$ cat src/core/serial_sfr_pkg.sv
// Constants, types and register map for the serial channel enable/flag registers.
// Assumes an AXI4-Lite master on the processor side and two serial channels that
// report buffer events as one-cycle pulses synchronous to aclk.
//
// Function
// - first module enable bit 7 turns channel 0 transmitter on; resets 0.
// - first module enable bit 6 turns channel 0 receiver on; resets 0.
// - second module enable bit 5 turns channel 1 transmitter on; resets 0.
// - second module enable bit 4 turns channel 1 receiver on; resets 0.
// - first interrupt enable bit 7 gates channel 0 transmit flag; resets 0.
// - first interrupt enable bit 6 gates channel 0 receive flag; resets 0.
// - second interrupt enable bit 5 gates channel 1 transmit flag; resets 0.
// - second interrupt enable bit 4 gates channel 1 receive flag; resets 0.
// - transmit flag sets when transmit buffer empties; bit 7 or 5; resets 1.
// - receive flag sets on complete character; bit 6 or 4; resets 0.
// - bits not owned by the serial channels are neither stored nor driven here.
// - reading a receive buffer clears that channel's receive flag.
// - writing a transmit buffer clears that channel's transmit flag.
// - soft reset clears interrupt enables and receive flag, sets transmit flag.
package serial_sfr_pkg;

  // ----------------------------------------------------------------
  // register map (byte addresses)
  // ----------------------------------------------------------------
  localparam logic [7:0] OFF_ME_FIRST = 8'h00;
  localparam logic [7:0] OFF_ME_SECOND = 8'h04;
  localparam logic [7:0] OFF_IE_FIRST = 8'h08;
  localparam logic [7:0] OFF_IE_SECOND = 8'h0c;
  localparam logic [7:0] OFF_IFG_FIRST = 8'h10;
  localparam logic [7:0] OFF_IFG_SECOND = 8'h14;
  localparam logic [7:0] OFF_EVT_STATUS = 8'h18;
  localparam logic [7:0] OFF_EVT_MASK = 8'h1c;

  // ----------------------------------------------------------------
  // field positions and reset values
  // ----------------------------------------------------------------
  localparam int unsigned TX_POS_CH0 = 7;
  localparam int unsigned RX_POS_CH0 = 6;
  localparam int unsigned TX_POS_CH1 = 5;
  localparam int unsigned RX_POS_CH1 = 4;
  localparam int unsigned NUM_CH = 2;
  localparam logic ENABLE_RST = 1'b0;
  localparam logic TX_FLAG_RST = 1'b1;
  localparam logic RX_FLAG_RST = 1'b0;
  localparam logic [3:0] EVT_RST = 4'h0;
  localparam logic [3:0] MASK_RST = 4'h0;
  localparam logic [1:0] RESP_OKAY = 2'h0;
  localparam logic [1:0] RESP_SLVERR = 2'h2;

  // ----------------------------------------------------------------
  // types
  // ----------------------------------------------------------------
  typedef enum logic [1:0] {
    W_IDLE = 2'b01,
    W_RESP = 2'b10
  } wr_state_t;

  typedef struct packed {
    logic tx_empty;   // transmit buffer moved to shift register
    logic tx_load;    // software wrote the transmit buffer
    logic rx_done;    // complete character landed in receive buffer
    logic rx_read;    // software read the receive buffer
    logic soft_reset; // channel soft reset bit, level
  } ch_evt_t;

  typedef struct packed {
    logic tx_on;
    logic rx_on;
    logic tx_ie;
    logic rx_ie;
    logic tx_flag;
    logic rx_flag;
  } ch_regs_t;

  typedef struct packed {
    logic [7:0] awaddr;
    logic awvalid;
    logic [31:0] wdata;
    logic [3:0] wstrb;
    logic wvalid;
    logic bready;
    logic [7:0] araddr;
    logic arvalid;
    logic rready;
  } axi_req_t;

  typedef struct packed {
    logic awready;
    logic wready;
    logic [1:0] bresp;
    logic bvalid;
    logic arready;
    logic [31:0] rdata;
    logic [1:0] rresp;
    logic rvalid;
  } axi_rsp_t;

  typedef struct packed {
    wr_state_t wst;
    logic aw_have;
    logic w_have;
    logic [7:0] waddr;
    logic [7:0] wbyte;
    logic wen;
    ch_regs_t [1:0] ch;
    logic [3:0] evt;
    logic [3:0] mask;
    logic [1:0] tx_irq;
    logic [1:0] rx_irq;
    logic irq;
    axi_rsp_t rsp;
  } state_t;

endpackage : serial_sfr_pkg

$ cat src/core/serial_sfr.sv
// Serial channel enable, interrupt enable and flag registers behind AXI4-Lite.
// Assumes the channel logic drives ch_evt pulses and the soft reset level on aclk.
//
// The AXI4-Lite slave port and the register addresses were chosen for this implementation.
`timescale 1ns/1ps
module serial_sfr (
  input wire logic aclk,                             // 200 MHz system clock
  input wire logic aresetn,                          // synchronous reset, low
  input wire serial_sfr_pkg::axi_req_t req,          // AXI4-Lite master to slave
  output serial_sfr_pkg::axi_rsp_t rsp,              // AXI4-Lite slave to master
  input wire serial_sfr_pkg::ch_evt_t [1:0] ch_evt,  // per channel events
  output logic [1:0] ch_tx_on,                       // transmitter enables
  output logic [1:0] ch_rx_on,                       // receiver enables
  output logic [1:0] ch_tx_irq,                      // transmit interrupt requests
  output logic [1:0] ch_rx_irq,                      // receive interrupt requests
  output logic irq                                   // summary event interrupt
);
  import serial_sfr_pkg::*;

  state_t s;
  state_t next_s;
  logic wr_fire;

  // ----------------------------------------------------------------
  // helpers
  // ----------------------------------------------------------------
  function automatic int unsigned tx_pos(input int unsigned c);
    return (c == 0) ? TX_POS_CH0 : TX_POS_CH1;
  endfunction : tx_pos

  function automatic int unsigned rx_pos(input int unsigned c);
    return (c == 0) ? RX_POS_CH0 : RX_POS_CH1;
  endfunction : rx_pos

  function automatic logic mapped(input logic [7:0] a);
    return (a[7:2] <= OFF_EVT_MASK[7:2]);
  endfunction : mapped

  // unowned bits read zero: other modules keep their own copies
  function automatic logic [7:0] read_byte(input state_t st, input logic [7:0] a);
    logic [7:0] rb;
    rb = 8'h00;
    for (int unsigned c = 0; c < NUM_CH; c++) begin
      if (a[7:2] == (c == 0 ? OFF_ME_FIRST[7:2] : OFF_ME_SECOND[7:2])) begin
        rb[tx_pos(c)] = st.ch[c].tx_on;
        rb[rx_pos(c)] = st.ch[c].rx_on;
      end
      if (a[7:2] == (c == 0 ? OFF_IE_FIRST[7:2] : OFF_IE_SECOND[7:2])) begin
        rb[tx_pos(c)] = st.ch[c].tx_ie;
        rb[rx_pos(c)] = st.ch[c].rx_ie;
      end
      if (a[7:2] == (c == 0 ? OFF_IFG_FIRST[7:2] : OFF_IFG_SECOND[7:2])) begin
        rb[tx_pos(c)] = st.ch[c].tx_flag;
        rb[rx_pos(c)] = st.ch[c].rx_flag;
      end
    end
    if (a[7:2] == OFF_EVT_STATUS[7:2]) begin
      rb[3:0] = st.evt;
    end
    if (a[7:2] == OFF_EVT_MASK[7:2]) begin
      rb[3:0] = st.mask;
    end
    return rb;
  endfunction : read_byte

  // ----------------------------------------------------------------
  // next state
  // ----------------------------------------------------------------
  always_comb begin
    next_s = s;
    wr_fire = 1'b0;
    // write channel: address and data taken in either order
    unique case (s.wst)
      W_IDLE: begin
        if (req.awvalid && s.rsp.awready) begin
          next_s.aw_have = 1'b1;
          next_s.waddr = req.awaddr;
          next_s.rsp.awready = 1'b0;
        end
        if (req.wvalid && s.rsp.wready) begin
          next_s.w_have = 1'b1;
          next_s.wbyte = req.wdata[7:0];
          next_s.wen = req.wstrb[0];
          next_s.rsp.wready = 1'b0;
        end
        if (s.aw_have && s.w_have) begin
          wr_fire = 1'b1;
          next_s.aw_have = 1'b0;
          next_s.w_have = 1'b0;
          next_s.rsp.bvalid = 1'b1;
          next_s.rsp.bresp = mapped(s.waddr) ? RESP_OKAY : RESP_SLVERR;
          next_s.wst = W_RESP;
        end
      end
      W_RESP: begin
        if (req.bready) begin
          next_s.rsp.bvalid = 1'b0;
          next_s.rsp.awready = 1'b1;
          next_s.rsp.wready = 1'b1;
          next_s.wst = W_IDLE;
        end
      end
    endcase
    // read channel
    if (s.rsp.rvalid) begin
      if (req.rready) begin
        next_s.rsp.rvalid = 1'b0;
        next_s.rsp.arready = 1'b1;
      end
    end else if (req.arvalid && s.rsp.arready) begin
      next_s.rsp.arready = 1'b0;
      next_s.rsp.rvalid = 1'b1;
      next_s.rsp.rdata = {24'h000000, read_byte(s, req.araddr)};
      next_s.rsp.rresp = mapped(req.araddr) ? RESP_OKAY : RESP_SLVERR;
    end
    // event status is write-one-to-clear; new events below win
    if (wr_fire && s.wen && s.waddr[7:2] == OFF_EVT_STATUS[7:2]) begin
      next_s.evt = s.evt & ~s.wbyte[3:0];
    end
    if (wr_fire && s.wen && s.waddr[7:2] == OFF_EVT_MASK[7:2]) begin
      next_s.mask = s.wbyte[3:0];
    end
    for (int unsigned c = 0; c < NUM_CH; c++) begin
      if (wr_fire && s.wen
          && s.waddr[7:2] == (c == 0 ? OFF_ME_FIRST[7:2] : OFF_ME_SECOND[7:2])) begin
        next_s.ch[c].tx_on = s.wbyte[tx_pos(c)];
        next_s.ch[c].rx_on = s.wbyte[rx_pos(c)];
      end
      if (wr_fire && s.wen
          && s.waddr[7:2] == (c == 0 ? OFF_IE_FIRST[7:2] : OFF_IE_SECOND[7:2])) begin
        next_s.ch[c].tx_ie = s.wbyte[tx_pos(c)];
        next_s.ch[c].rx_ie = s.wbyte[rx_pos(c)];
      end
      if (wr_fire && s.wen
          && s.waddr[7:2] == (c == 0 ? OFF_IFG_FIRST[7:2] : OFF_IFG_SECOND[7:2])) begin
        next_s.ch[c].tx_flag = s.wbyte[tx_pos(c)];
        next_s.ch[c].rx_flag = s.wbyte[rx_pos(c)];
      end
      if (ch_evt[c].tx_load) begin
        next_s.ch[c].tx_flag = 1'b0;
      end
      if (ch_evt[c].rx_read) begin
        next_s.ch[c].rx_flag = 1'b0;
      end
      // hardware set beats load, read and register-write clears in the same cycle; soft reset below still wins
      if (ch_evt[c].tx_empty) begin
        next_s.ch[c].tx_flag = 1'b1;
      end
      if (ch_evt[c].rx_done) begin
        next_s.ch[c].rx_flag = 1'b1;
      end
      // soft reset holds the channel quiet; enables of the module survive
      if (ch_evt[c].soft_reset) begin
        next_s.ch[c].tx_ie = 1'b0;
        next_s.ch[c].rx_ie = 1'b0;
        next_s.ch[c].rx_flag = 1'b0;
        next_s.ch[c].tx_flag = 1'b1;
      end
      if (next_s.ch[c].tx_flag && !s.ch[c].tx_flag) begin
        next_s.evt[2 * c] = 1'b1;
      end
      if (next_s.ch[c].rx_flag && !s.ch[c].rx_flag) begin
        next_s.evt[2 * c + 1] = 1'b1;
      end
      next_s.tx_irq[c] = next_s.ch[c].tx_flag & next_s.ch[c].tx_ie;
      next_s.rx_irq[c] = next_s.ch[c].rx_flag & next_s.ch[c].rx_ie;
    end
    next_s.irq = |(next_s.evt & next_s.mask);
  end

  // ----------------------------------------------------------------
  // state register
  // ----------------------------------------------------------------
  always_ff @(posedge aclk) begin
    if (!aresetn) begin
      s <= '0;
      s.wst <= W_IDLE;
      s.rsp.awready <= 1'b1;
      s.rsp.wready <= 1'b1;
      s.rsp.arready <= 1'b1;
      s.evt <= EVT_RST;
      s.mask <= MASK_RST;
      for (int unsigned c = 0; c < NUM_CH; c++) begin
        s.ch[c].tx_on <= ENABLE_RST;
        s.ch[c].rx_on <= ENABLE_RST;
        s.ch[c].tx_ie <= ENABLE_RST;
        s.ch[c].rx_ie <= ENABLE_RST;
        s.ch[c].tx_flag <= TX_FLAG_RST;
        s.ch[c].rx_flag <= RX_FLAG_RST;
      end
    end else begin
      s <= next_s;
    end
  end

  assign rsp = s.rsp;
  assign ch_tx_irq = s.tx_irq;
  assign ch_rx_irq = s.rx_irq;
  assign irq = s.irq;

  for (genvar g = 0; g < NUM_CH; g++) begin : g_ch
    assign ch_tx_on[g] = s.ch[g].tx_on;
    assign ch_rx_on[g] = s.ch[g].rx_on;
  end
endmodule : serial_sfr

$ cat config.mk
export PLATFORM = sky130hd
export DESIGN_NAME = serial_sfr
export DESIGN_NICKNAME = d
export VERILOG_FILES = /design/src/core/serial_sfr_pkg.sv /design/src/core/serial_sfr.sv
export SDC_FILE = /design/constraint.sdc
export NUM_CORES = 1
export LEC_CHECK = 0
export BUFFER_PORTS_ARGS = -buffer_cell sky130_fd_sc_hd__buf_2
export CAP_MARGIN = 10
export CORE_MARGIN = 1.5
export CORE_UTILIZATION = 53
export CTS_BUF_LIST = sky130_fd_sc_hd__clkbuf_4 sky130_fd_sc_hd__clkbuf_8
export DETAILED_ROUTE_END_ITERATION = 8
export PLACE_DENSITY = 0.87
export SLEW_MARGIN = 0
export SYNTH_ARGS = -nofsm -noshare
export SYNTH_HDL_FRONTEND = slang
export SYNTH_SLANG_ARGS = --single-unit
$ cat constraint.sdc
create_clock -name aclk -period 4.3 [get_ports aclk]
set_input_delay 1.075 -clock aclk [delete_from_list [all_inputs] [get_ports aclk]]
set_output_delay 1.075 -clock aclk [all_outputs]
set_load 0.005 [all_outputs]
; Word level (Yosys, flattened, before mapping)
; Cells that the tools add are included.
[classes]
n_mux = 49
bitwise_logic = 8
n_mul = 0
n_div = 0
shift = 0
magnitude_cmp = 2
n_addsub = 0
n_eq_ne = 21
reduce_logical = 37
[op_table]
columns = operator, n
row1 = $eq A6 B3 Y1 const B, 8
row2 = $mux W36, 1
row3 = $mux W2, 14
row4 = $mux W4, 7
row5 = $eq A6 B2 Y1 const B, 4
row6 = $mux W1, 24
row7 = $reduce_and A2 Y1, 10
row8 = $logic_and A1 B1 Y1, 17
row9 = $eq A6 B1 Y1 const B, 2
row10 = $le A6 B3 Y1 const B, 2
row11 = $logic_not A6 Y1, 2
row12 = $ne A2 B2 Y1 const B, 5
row13 = $and A4 B4 Y4, 2
row14 = $pmux W2 S2, 2
row15 = $reduce_bool A2 Y1, 3
row16 = $and A1 B1 Y1, 4
row17 = $logic_not A1 Y1, 4
row18 = $not A4 Y4, 1
row19 = $reduce_or A4 Y1, 1
row20 = $eq A2 B1 Y1 const B, 1
row21 = $eq A2 B2 Y1 const B, 1
row22 = $pmux W1 S2, 1
row23 = $not A1 Y1, 1
[totals]
n_memories = 0
reg_bits = 63
mem_bits_ro = 0
latch_bits = 0
ramBits = 0
output_inout_bits = 50

; Longest topological paths before layout
[logic_depth]
ltp_word = 13
depth_mapped = 7
ltp_nobuf = 5

; Worst setup path after synthesis
; OpenSTA, ideal clock, no wires.
[synth_timing]
kind = input port to flip-flop
startpoint = in req[1] (netlist bit)
endpoint = reg, netlist name rsp[3]
required_ps = 4235
stages = 5
setup_time_ps = 65
n_path_buf = 0
t_arrival_ps = 2135
path_slack_ps = 2100
cell_sequence = nand3b_1 nor4_1 and3_1 a22oi_1 nor2_1
[synth_between]
elab_chain_cells = 2
[synth_rtl]
columns = element, line_no
row1 = from (decl), serial_sfr.sv:9  ; input wire serial_sfr_pkg::axi_req_t req,
row2 = $logic_and A1 B1 Y1, serial_sfr.sv:110  ; end else if (req.arvalid && s.rsp.arready) begin
row3 = $reduce_and A2 Y1 (no source line), -
; No other way between the ends.
; A chain may end at the register's enable or synchronous reset.

; Final worst setup path
[layout_timing]
startpoint = in req[1] (netlist bit)
endpoint = reg, netlist name rsp[4]
[layout_between]
elab_chain_cells = 2
[layout_rtl]
columns = element, line_no
row1 = $logic_and A1 B1 Y1, serial_sfr.sv:110
row2 = $reduce_and A2 Y1 (no source line), -
; No other way between the ends.

==> impl_summary.txt <==
----------------------------------------------------
[Outcome]
  Status ... finished, final reports clean

[Floorplanning]
  Height of the chip ... 76.51 um
  Floorplan die area ... 5854 um^2
  Effective utilization at floorplan ... 55.37%
  I/O pin count ... 119
  Die W ... 76.51 um
  Area of the placeable core ... 5172 um^2
  Row count ... 26

[GRT]
  Via count of the first global-routing pass ... 2129
  Number of antenna violations at the first check in global routing ... 0
  Grt met2 use ... 36.16%
  Busiest layer in global routing ... met2
  Global Route met3 Usage ... around 4.7%
  Global-route usage over all layers ... 20.89%
  Largest net degree at the start of global routing ... 29
  Global-route wire length before repair ... 9735 um
  Overflow left after global routing ... 0
  GRT met1 Usage ... 24.48%

[STA]
  Setup Total Neg Slack ... 0 ns
  Highest clock frequency the design can meet ... 0.4276 GHz
  Ratio of final minimum period to clock period ... 54.38%
  Worst slew slack as a fraction of its limit ... 43.99%
  Transition time at the pin with the least slew margin ... ~0.84 ns
  Max-slew violation count ... 0
  Final critical delay including setup and external delays ... 2.338 ns
  Setup-failing EPs final ... 0
  Final hold violation count ... 0
  Worst-case clock skew ... around 0.0052 ns
  Unrepaired setup endpoints after global routing ... false

[Setup path]
  CP Capture Type ... flip-flop
  Maximum fanout encountered on the critical timing path ... 10
  Startpoint-to-endpoint class of the critical path ... input pin to flip-flop
  Kind of start point of the critical path ... input pin
  Data arrival time of the worst path ... 2.60 ns
  Data required time at the worst endpoint ... 4.56 ns

[Logic synthesis]
  FF+latch count, synth ... 59
  Number of enable-type register cells in the synthesized netlist ... 0
  Count of warnings emitted by yosys ... 0
  Commonest register cell after synthesis ... dfxtp_1
  Syn avg cell area ... 8.424 um^2
  Synth unique cells ... 46
  Cell Area, Synth ... 2864 um^2
  Share of flip-flops with an asynchronous set or reset after synthesis ... 0%
  Synthesized instance count ... 340
  Sequential share of the synthesized area ... 41.24%

[Place]
  Global placer's final weighted congestion ... 0.8301
  Post-detail-place hpwl ... 4398 um
  PortBufs ... 61

[Clock network]
  H-tree lvl count ... 3
  Worst-skew pair later-pin latency ... 0.33 ns
  Count of clock tree sinks ... 59
  Maximum root-to-sink buffer count ... 2
  Clock tree from TritonCTS ... done
  Post-CTS setup repair buffer count ... 0
  CTS Root Cell ... clkbuf_8
  Hold-fix buffers at CTS ... 0
  Clock transition at the registers of the reported paths ... 0.06 ns
  CTS-repair resized insts ... 0
  Number of buffers created by CTS ... 9

[Finish]
  Final-layout fill cell count ... 456
  Post-synthesis to final-layout area growth ... 8.039%
  Fin nets ... around 450
  Antenna cell count ... 0
  Fraction of final layout cells sized beyond drive strength 1 ... 23.42%

[Power and ir drop]
  Share of power burned in combinational logic ... 10.9%
  Power share of the sequential group ... 53.3%
  Net switching power figure ... 0.2873 mW
  Internal Power ... 0.8242 mW
  Total chip power ... ~1.1 mW
  Total power per unit cell area ... 359.2 nW/um^2
  Peak ir drop on the vdd network ... 0.0001764 V
  Share of total power consumed by net switching ... around 26%
  Leak pwr ... 1.392 nW
  Clock network fraction of total power ... 35.7%

[Detailed routing]
  Final Routed Wirelength ... roughly 5700 um
  Pre-antenna DRT Iters ... 4
  Antenna violation net count after detailed routing ... 0
  Count of unresolved DRC violations after routing ... 0
  Mean routed wirelength per cell ... between 10 and 15 um
  First DRT Iteration DRCs ... 221
  Average vias per placed instance ... 5.020
  Via count ... approximately 2.3k

[Flow run]
  # Max-Cap Violations ... 0

[Min path]
  Classification of the worst-slack hold path ... flip-flop to flip-flop

----------------------------------------------------
metrics by stage:
step | instance area (um^2) | utilization (%) | setup slack [ns] | hold WS, ns | instances
3_3_place_gp | 2943 | 56.89 | 1.703 | 0.4546 | 436
2_1_floorplan | 2958 | - | 2.100 | 0.4432 | 365
5_1_grt | 3094 | 59.82 | 1.832 | 0.5055 | 450
6_report | 3094 | 59.82 | 1.962 | 0.4697 | 450
4_1_cts | 3094 | 59.82 | 1.992 | 0.4697 | 450
3_5_place_dp | 2943 | 56.89 | 1.641 | 0.4601 | 436
Yosys cell counts (2+ instances only):
cell type | count | share of area (%)
and2_1 | 6 | 1.3
a221oi_1 | 2 | 0.61
and4_1 | 2 | 0.61
clkbuf_1 | 10 | 1.3
dfxtp_1 | 59 | 41
nor3_1 | 5 | 0.87
nand2_1 | 50 | 6.6
nand3_1 | 7 | 1.2
a21oi_1 | 24 | 4.2
nor4_1 | 2 | 0.44
o21ai_0 | 11 | 1.9
and3_1 | 6 | 1.3
inv_1 | 6 | 0.79
nor2_1 | 30 | 3.9
nand2b_1 | 6 | 1.3
buf_2 | 2 | 0.35
a31oi_1 | 2 | 0.44
o22ai_1 | 2 | 0.44
mux2i_1 | 14 | 4.9
nand4_1 | 4 | 0.87
mux2_2 | 4 | 1.6
nor4b_1 | 2 | 0.61
a22oi_1 | 6 | 1.6
a32oi_1 | 2 | 0.61
buf_4 | 49 | 13
nor2b_1 | 7 | 1.5
layout by cell type, fill, tap and decap left out, types with 2 or more instances in the layout:
cell,instances
a22oi_1,6
a21oi_1,24
nor3_1,5
buf_2,61
mux2i_1,14
nand4_1,4
nor2_1,30
nor2b_1,7
conb_1,26
nor4b_1,2
a31oi_1,2
dfxtp_1,59
a32oi_1,2
inv_1,6
nand2b_1,6
and3_1,6
o21ai_0,11
nand2_1,50
clkinv_2,4
and2_1,6
and4_1,2
nand3_1,7
mux2_2,4
o22ai_1,2
nor4_1,2
clkbuf_8,9
a221oi_1,2
path summary, 6_finish.rpt:
kind	start	to	slack [ns]	cells after the start
max	req[1]	rsp[4]	1.96	6
min	rsp[40]	rsp[40]	0.47	2
max reg2reg	s[85]	irq	2.07	5
min reg2reg	rsp[40]	rsp[40]	0.47	2
kinds of logic after synthesis:
group	count (synthesis)	share of synthesized area, %
flops	59	41.24
buf+inv	67	15.29
other cells	1	0.1309
compound gates	59	13.02
simple gates	136	23.85
mux	18	6.465
registers in the layout, indices dropped and copies added, names as in the netlist:
| signal | cells |
|---|---|
| rsp | 15 |
| ch_tx_irq | 2 |
| ch_rx_irq | 2 |
| ch_tx_on | 2 |
| irq | 1 |
| s | 35 |
| ch_rx_on | 2 |
power groups by stage:
stage	combinational (mW)	sequential, mW	clock, mW
after floorplan	0.106	0.597	0
after global placement	0.118	0.602	0
after detailed placement	0.121	0.604	0
after CTS	0.121	0.592	0.408
after global routing	0.138	0.597	0.426
final	0.121	0.593	0.397
worst max-delay path, stage by stage:
cell,delay (ns)
buf_2,0.08
nand3b_1,0.30
nor4_1,0.58
and3_1,0.35
a22oi_1,0.10
nor2_1,0.10
cell type report:
| class | count | area (um^2) | share of cell area, % |
|---|---|---|---|
| inverter | 6 | 22.52 | 0.7279 |
| timing repair buffer | 62 | 312.8 | 10.11 |
| clock buffer | 10 | 131.4 | 4.246 |
| clock inverter | 4 | 20.02 | 0.6470 |
| multi-input combinational | 239 | 1339 | 43.27 |
| sequential | 59 | 1181 | 38.17 |
| tap | 70 | 87.58 | 2.831 |
metal layers:
layer  up-vias  part of all wire (%)
li1       1162                     -
met1      1017                    44
met2        70                    49
met3        10                   5.4
met4         0                   2.0
met5         -                     0
Power figures use the tool's default switching activity.
